===== src/pkg/rivm_pkg.sv =====
// Package for the reset and interrupt vector map
package rivm_pkg;
    localparam int NUM_IRQ = 30;
    localparam int IDX_W = 5;
    localparam int ADDR_W = 16;
    localparam logic [15:0] RESET_ADDR = 16'h0000;
    localparam logic [15:0] VEC_BASE = 16'h0002;
    localparam logic [15:0] VEC_STEP = 16'h0002;
    localparam logic [15:0] VEC_LAST = 16'h003c;
    localparam logic [15:0] BOOT_RESET_ADDR_DEF = 16'hf800;
    localparam logic [5:0] CTRL_IO_ADDR = 6'h35;
    localparam logic [7:0] CTRL_MEM_ADDR = 8'h55;
    localparam int SEL_BIT = 1;
    localparam int UNLOCK_BIT = 0;
    localparam logic [7:0] CTRL_RESET = 8'h00;
    localparam logic [2:0] UNLOCK_CYCLES = 3'h4;
    localparam logic FUSE_PROGRAMMED = 1'b0;

    typedef struct packed {
        logic valid;
        logic [4:0] index;
        logic [15:0] addr;
    } rivm_dispatch_t;

    typedef struct packed {
        logic we;
        logic [7:0] data;
    } rivm_ctrl_wr_t;

    typedef enum logic [1:0] {
        UNL_IDLE = 2'b00,
        UNL_OPEN = 2'b01
    } rivm_unl_state_t;
endpackage


===== src/hdl/rivm_prio_enc.sv =====
// Lowest-index-first priority encoder over pending requests
`timescale 1ns/10ps
module rivm_prio_enc #(
    parameter int N = 30,
    parameter int W = 5
) (
    input wire logic [N-1:0] req,
    output logic found,
    output logic [W-1:0] idx
);
    always_comb begin
        found = 1'b0;
        idx = '0;
        // Scan high to low so the lowest set bit wins last
        for (int i = N - 1; i >= 0; i--) begin
            if (req[i]) begin
                found = 1'b1;
                idx = W'(i);
            end
        end
    end
endmodule


===== src/hdl/rivm_vector_map.sv =====
// Reset and interrupt vector address map with relocatable table
//
// Summary of operation
// - Every reset cause shares vector 1 at address 0x0000.
// - External requests at 0x0002-0x0006, pin-change groups 0x0008-0x000E, watchdog 0x0010.
// - Timer vectors 0x0012-0x0024: timer2 A,B,ovf; timer1 cap,A,B,ovf; timer0 A,B,ovf.
// - Vectors 0x0026-0x003C: SPI, serial0 x3, comparator, converter, EEPROM, two-wire, store, serial1 x3.
// - Programmed boot-reset fuse starts execution at boot reset address after reset.
// - Select bit set adds boot section start to every interrupt vector address.
// - Fuse alone picks reset address; select bit alone picks vector base.
// - Select is bit 1 of control register at I/O 0x35, memory 0x55.
// - Select changes only within four cycles after unlock, with unlock written zero.
`timescale 1ns/10ps
module rivm_vector_map #(
    parameter int NUM_IRQ = rivm_pkg::NUM_IRQ,
    parameter logic [15:0] BOOT_RESET_ADDR = rivm_pkg::BOOT_RESET_ADDR_DEF
) (
    input wire logic CLK,
    input wire logic SYS_RST,
    input wire logic BOOT_RESET_FUSE,
    input wire logic CTRL_WE,
    input wire logic [5:0] CTRL_ADDR,
    input wire logic [7:0] CTRL_WDATA,
    output logic [7:0] CTRL_RDATA,
    input wire logic [NUM_IRQ-1:0] IRQ_PENDING,
    input wire logic ACK,
    output logic [15:0] RESET_VECTOR,
    output logic VECTOR_TABLE_SELECT,
    output logic IRQ_VALID,
    output logic [4:0] IRQ_INDEX,
    output logic [15:0] IRQ_ADDR
);
    logic sel_q;
    logic unlock_q;
    logic [2:0] unl_cnt_q;
    rivm_pkg::rivm_unl_state_t unl_state_q;
    rivm_pkg::rivm_ctrl_wr_t wr;
    rivm_pkg::rivm_dispatch_t disp_d;
    rivm_pkg::rivm_dispatch_t disp_q;
    logic [15:0] reset_vec_q;
    logic hit;
    logic found;
    logic [4:0] idx;

    // Only the control register address is decoded; other I/O writes pass by
    assign wr = '{we: CTRL_WE && (CTRL_ADDR == rivm_pkg::CTRL_IO_ADDR),
                  data: CTRL_WDATA};
    assign hit = wr.we;

    // Unlock window: open for four cycles after unlock written one
    always_ff @(posedge CLK) begin
        if (SYS_RST) begin
            unl_state_q <= rivm_pkg::UNL_IDLE;
            unl_cnt_q <= 3'h0;
        end else if (hit && wr.data[rivm_pkg::UNLOCK_BIT]) begin
            // A fresh unlock restarts the count rather than stacking on it
            unl_state_q <= rivm_pkg::UNL_OPEN;
            unl_cnt_q <= rivm_pkg::UNLOCK_CYCLES;
        end else begin
            case (unl_state_q)
                rivm_pkg::UNL_OPEN: begin
                    if (hit || unl_cnt_q == 3'h1) begin
                        unl_state_q <= rivm_pkg::UNL_IDLE;
                        unl_cnt_q <= 3'h0;
                    end else begin
                        unl_cnt_q <= unl_cnt_q - 3'h1;
                    end
                end
                default: begin
                    unl_state_q <= rivm_pkg::UNL_IDLE;
                    unl_cnt_q <= 3'h0;
                end
            endcase
        end
    end

    assign unlock_q = (unl_state_q == rivm_pkg::UNL_OPEN);

    // Select moves only on the closing write of the unlock sequence
    always_ff @(posedge CLK) begin
        if (SYS_RST) begin
            sel_q <= rivm_pkg::CTRL_RESET[rivm_pkg::SEL_BIT];
        end else if (hit && unlock_q && !wr.data[rivm_pkg::UNLOCK_BIT]) begin
            sel_q <= wr.data[rivm_pkg::SEL_BIT];
        end
    end

    always_comb begin
        CTRL_RDATA = 8'h00;
        CTRL_RDATA[rivm_pkg::SEL_BIT] = sel_q;
        CTRL_RDATA[rivm_pkg::UNLOCK_BIT] = unlock_q;
    end

    // Fuse sampled while reset is held so fetch starts at the right place
    always_ff @(posedge CLK) begin
        if (SYS_RST) begin
            if (BOOT_RESET_FUSE == rivm_pkg::FUSE_PROGRAMMED) begin
                reset_vec_q <= BOOT_RESET_ADDR;
            end else begin
                reset_vec_q <= rivm_pkg::RESET_ADDR;
            end
        end
    end

    // Enables are masked by the core, so every pending bit here is eligible
    rivm_prio_enc #(.N(NUM_IRQ), .W(rivm_pkg::IDX_W)) u_prio (
        .req(IRQ_PENDING),
        .found(found),
        .idx(idx)
    );

    always_comb begin
        logic [15:0] base;
        base = sel_q ? BOOT_RESET_ADDR : 16'h0000;
        disp_d.valid = found;
        disp_d.index = idx;
        // Table order fixed by index: step of two words from the first vector
        disp_d.addr = 16'(base + rivm_pkg::VEC_BASE
                      + 16'(rivm_pkg::VEC_STEP * 16'(idx)));
    end

    // Hold the offered vector stable until the core acknowledges it
    // A held offer keeps the base it was formed with, so move the table only while idle
    always_ff @(posedge CLK) begin
        if (SYS_RST) begin
            disp_q <= '0;
        end else if (!disp_q.valid || ACK) begin
            disp_q <= disp_d;
        end
    end

    assign RESET_VECTOR = reset_vec_q;
    assign VECTOR_TABLE_SELECT = sel_q;
    assign IRQ_VALID = disp_q.valid;
    assign IRQ_INDEX = disp_q.index;
    assign IRQ_ADDR = disp_q.addr;
endmodule


===== config.mk =====
export PLATFORM = sky130hd
export DESIGN_NAME = rivm_vector_map
export DESIGN_NICKNAME = d
export VERILOG_FILES = /design/src/pkg/rivm_pkg.sv /design/src/hdl/rivm_prio_enc.sv /design/src/hdl/rivm_vector_map.sv
export SDC_FILE = /design/constraint.sdc
export NUM_CORES = 1
export LEC_CHECK = 0
export BUFFER_PORTS_ARGS = -buffer_cell sky130_fd_sc_hd__buf_2
export CAP_MARGIN = 10
export CORE_MARGIN = 2
export CORE_UTILIZATION = 33
export DETAILED_ROUTE_END_ITERATION = 8
export PLACE_DENSITY = 0.66
export SLEW_MARGIN = 30
export SYNTH_ARGS = -nofsm -noshare
export SYNTH_HDL_FRONTEND = slang
export SYNTH_HIERARCHICAL = 1
export SYNTH_SLANG_ARGS = --single-unit

===== constraint.sdc =====
create_clock -name CLK -period 5.95 [get_ports CLK]
set_input_delay 0.595 -clock CLK [delete_from_list [all_inputs] [get_ports CLK]]
set_output_delay 0.595 -clock CLK [all_outputs]
set_load 0.05 [all_outputs]

# Word-level counts from Yosys, hierarchy flattened
# Index checks and enable logic that the tools add are counted.
# Widths: inputs -> output; s select.
[word_totals] input_bits=49 reg_bits=43 out_inout_bits=47
[op_classes] n_eq_ne=3 reduce_logical=9 n_addsub=3 bitwise=1 mux=68
[ops] op="$mux 5" n=30
[ops] op="$mux 1" n=33
[ops] op="$mux 16" n=2
[ops] op="$add 16x2->16 const B" n=1
[ops] op="$add 16x6->16" n=1
[ops] op="$mux 3" n=3
[ops] op="$eq 6x6->1 const B" n=1
[ops] op="$logic_and 1x1->1" n=4
[ops] op="$reduce_or 4->1" n=1
[ops] op="$eq 3x1->1 const B" n=1
[ops] op="$ne 3x1->1 const B" n=1
[ops] op="$sub 3x1->3 const B" n=1
[ops] op="$logic_not 1->1" n=2
[ops] op="$logic_or 1x1->1" n=2
[ops] op="$not 1->1" n=1

# Longest topological paths before layout
[depth] ltp_word=31 ltp_mapped=9

# Cells and area by module
# The synthesis kept the hierarchy.
[modules_own_cells] mod="rivm_vector_map" seq_area_each_um2=390.4 cells_each=117 area_each_um2=1036.0 n_inst=1
[modules_own_cells] mod="rivm_prio_enc" seq_area_each_um2=0.0 cells_each=64 area_each_um2=342.8 n_inst=1

# Least setup slack after synthesis
# OpenSTA, ideal clock, no wires.
[synth_path] path_kind="input to register" start="input IRQ_PENDING[18]" end="register disp_q (netlist bit IRQ_ADDR[5])" slack_ns=3.625 t_required_ns=5.864 t_arrival_ns=2.239 cell_stages=8 cell_sequence="or3_1 a211oi_1 o221ai_1 a221oi_2 ha_1 nand3_1 xor2_1 a211oi_1"
[synth_lines] item="start, declared" line="rivm_vector_map.sv:25" text="input wire logic [NUM_IRQ-1:0] IRQ_PENDING,"
[synth_lines] item="end signal, assigned" line="rivm_vector_map.sv:128" text="disp_q <= disp_d;"
[synth_lines] item="end, declared" line="rivm_vector_map.sv:39" text="rivm_pkg::rivm_dispatch_t disp_q;"

==> flow_summary_export.csv <==
group,metric,value,unit
outcome,outcome,"finished, final reports clean",
place,place.gp.congestion,0.7756,
global_routing,grtUsageMet2,20.43,%
setup_path,cp.required,6140,ps
layout,final.fill_count,435,
sta,post-route-period-util,40.67,%
floorplan,die_area,0.004711,mm²
flow_run,max_cap_viol_count,0,
global_routing,initial_antenna_violation_count,0,
setup_path,critPathKind,"in2reg",
clock_tree,clock-root-buffer,"clkbuf_8",
synthesis,yosys_register_bits,19,
sta,report.final.setup_viol,0,
pwr,p_per_area,197.2,mW/mm²
pwr,power.ir.vdd_worst,0.00006314,V
sta,setup_tns,0,ps
setup_path,r2r-start,"IRQ_VALID",
layout,antenna_cells,0,
global_routing,first_pass_grt_wire_length,4.319,mm
floorplan,chipWidth,68.64,µm
clock_tree,cts_tree,"built",
place,port_buffers,67,
floorplan,start_util,34.47,%
clock_tree,post_cts_resized,0,
sta,grt_setup_unrepaired,"false",
setup_path,worstPathMaxFanout,4,
clock_tree,post-cts-setup-buffer-count,0,
clock_tree,ctsLongestPathBuffers,2,
setup_path,timing.critical_path.from,"IRQ_PENDING[24]",
synthesis,netlist-cell-type-count,40,
setup_path,setup.worst_path.start_class,"primary input",
clock_tree,h-tree-depth,1,
sta,timing_hold_violations_final,0,
floorplan,rows,23,
sta,final_slew_violations,0,
detailed_routing,wl,2.913,mm
detailed_routing,via_count,1298,
hold_path,holdCritStartpoint,"IRQ_INDEX[0]",
detailed_routing,firstDrtPassIters,4,
synthesis,netlist.area_leader.share,26.13,%
synthesis,netlist_top_cells_area,"dfxtp_1, buf_4, nand2_1",
global_routing,grt.overflow.total,0,
hold_path,hold_path_class,"reg2reg",
detailed_routing,number_of_drc_violations_after_detailed_routing_iteration_0,45,
synthesis,syn_area_per_cell,7.618,µm²
synthesis,synth_area,0.001379,mm²
synthesis,sequential_element_share_of_the_synthesized_area,28.31,%
synthesis,synth-warning-count,6,
layout,drive_gt1_share,32.35,%
global_routing,grt_start_max_net_pins,16,
global_routing,global_route.peak_usage_layer,"met2",
global_routing,number_of_global_route_vias_before_repair,1042,
pwr,static-leakage-power,0.8019,nW
detailed_routing,routed_via_density,4.507,
sta,clock_skew,0.6158,ps
layout,postLayoutCoreUtil,41.01,%
floorplan,ios,96,
detailed_routing,drtAntennaViolNets,0,
global_routing,gr-usage-all-layers,11.86,%
clock_tree,clkSlewWorstSetupHoldPaths,70,ps
setup_path,cp.arrival,2610,ps
synthesis,synth_cells,181,
clock_tree,clk_latency,250,ps
layout,area_growth_syn_to_layout,18.97,%
detailed_routing,routedWlPerCell,10.11,µm
clock_tree,cts_num_sinks,19,
synthesis,synth_area_leader_cell,"dfxtp_1",
clock_tree,cts_stage_hold_buffer_count,0,
layout,final_net_count,291,
place,dp.final_hpwl,2.437,mm
floorplan,core-area,0.004000,mm²
global_routing,use_met3,1.786,%
detailed_routing,remaining_drc_errors,0,
clock_tree,number_of_buffers_inserted_during_clock_tree_synthesis,3,
global_routing,grt_use_met1,14.79,%
floorplan,fp.dieH,68.64,µm
sta,period_minus_slack,2420,ps
pwr,finalPower,323.5,µW
setup_path,worst_setup_path_end_kind,"flip-flop",
sta,timing.fmax,413.2,MHz
==> metrics by stage <==
step	hold slack (ps)	setup WS, ps	instance area, µm²	std cells
final	451.9	3530	1640	288
after global routing	469.5	3306	1640	288
after CTS	453.5	3513	1640	288
after detailed placement	443.4	3257	1595	284
after global placement	431.8	3283	1595	284
after floorplan	417.3	3625	1458	202
==> Yosys cell counts (all sizes together) <==
cell type	n
or2b	1
and3	1
or3	2
nand2b	2
o211a	1
o2111ai	1
a21oi	14
ha	3
mux2i	1
clkbuf	1
conb	1
nand4b	1
a221oi	1
a211oi	4
nor2	20
o31ai	1
o21ai	7
nor3	6
o221ai	1
xor2	2
nand2	24
buf	34
and2b	1
a2111oi	2
dfxtp	18
nor2b	1
a31oi	1
inv	10
a21boi	1
or4b	1
nor3b	1
xnor2	2
nor4b	1
edfxtp	1
nor4	6
nand3b	2
nand3	4
==> sequential cells by signal (all words and copies together) (netlist names) <==
signal	cells
IRQ_ADDR	7
IRQ_INDEX	5
unl_cnt_q	3
IRQ_VALID	1
RESET_VECTOR	1
VECTOR_TABLE_SELECT	1
unl_state_q	1
==> kinds of logic after synthesis <==
family,synth area share (%)
buffers and inverters,21.60
XOR/XNOR,2.541
adder cells (fa/ha/maj),2.723
AO/OA/AOI/OAI,15.97
AND/OR/NAND/NOR,27.86
flip-flops,28.31
other,0.2720
multiplexers,0.7260
==> worst max-delay path, cell delays in order <==
cell	delay, ps
buf_2	120
nor4_1	360
o21ai_0	150
a21boi_0	210
o21ai_0	110
a31oi_1	380
nand3_1	170
or3_1	370
a21oi_1	140
==> final timing paths <==
path                                      to  slack [ps]  cells after the start
worst max-delay path             IRQ_ADDR[6]        3530                      9
worst min-delay path            IRQ_INDEX[0]         450                      2
worst max register to register   IRQ_ADDR[1]        4880                      3
worst min register to register  IRQ_INDEX[0]         450                      2
==> area by class of cell <==
class                           count  area (µm²)  area share (%)
Timing Repair Buffer               67       335.3           20.44
Sequential cell                    19       390.4           23.80
Tap cell                           50       62.56           3.814
Clock buffer                        4       45.04           2.746
Multi-Input combinational cell    138       769.5           46.91
Inverter                           10       37.54           2.288
==> power by group <==
part | leakage [nW] | internal (mW) | switching [mW]
sequential | 0.156 | 0.132 | 0.00208
clock | 0.0228 | 0.0476 | 0.0412
combinational | 0.623 | 0.0235 | 0.0769
total | 0.802 | 0.203 | 0.120
==> metal layers <==
| layer | share of wire, % | vias up |
|---|---|---|
| met3 | 7.4 | 2 |
| met1 | 43 | 563 |
| li1 | - | 681 |
| met5 | 0 | - |
| met4 | 0.45 | 0 |
| met2 | 49 | 52 |
==> placed cells by master (no fill, tap or decap), drive strengths merged, types with 3 or more instances in the layout <==
| master | count |
|---|---|
| o21ai | 7 |
| a21oi | 14 |
| a211oi | 4 |
| nor2 | 20 |
| nor4 | 6 |
| dfxtp | 18 |
| nand3 | 4 |
| nor3 | 6 |
| conb | 22 |
| clkbuf | 4 |
| ha | 3 |
| buf | 67 |
| inv | 10 |
| nand2 | 24 |
Power figures use the tool's default switching activity.
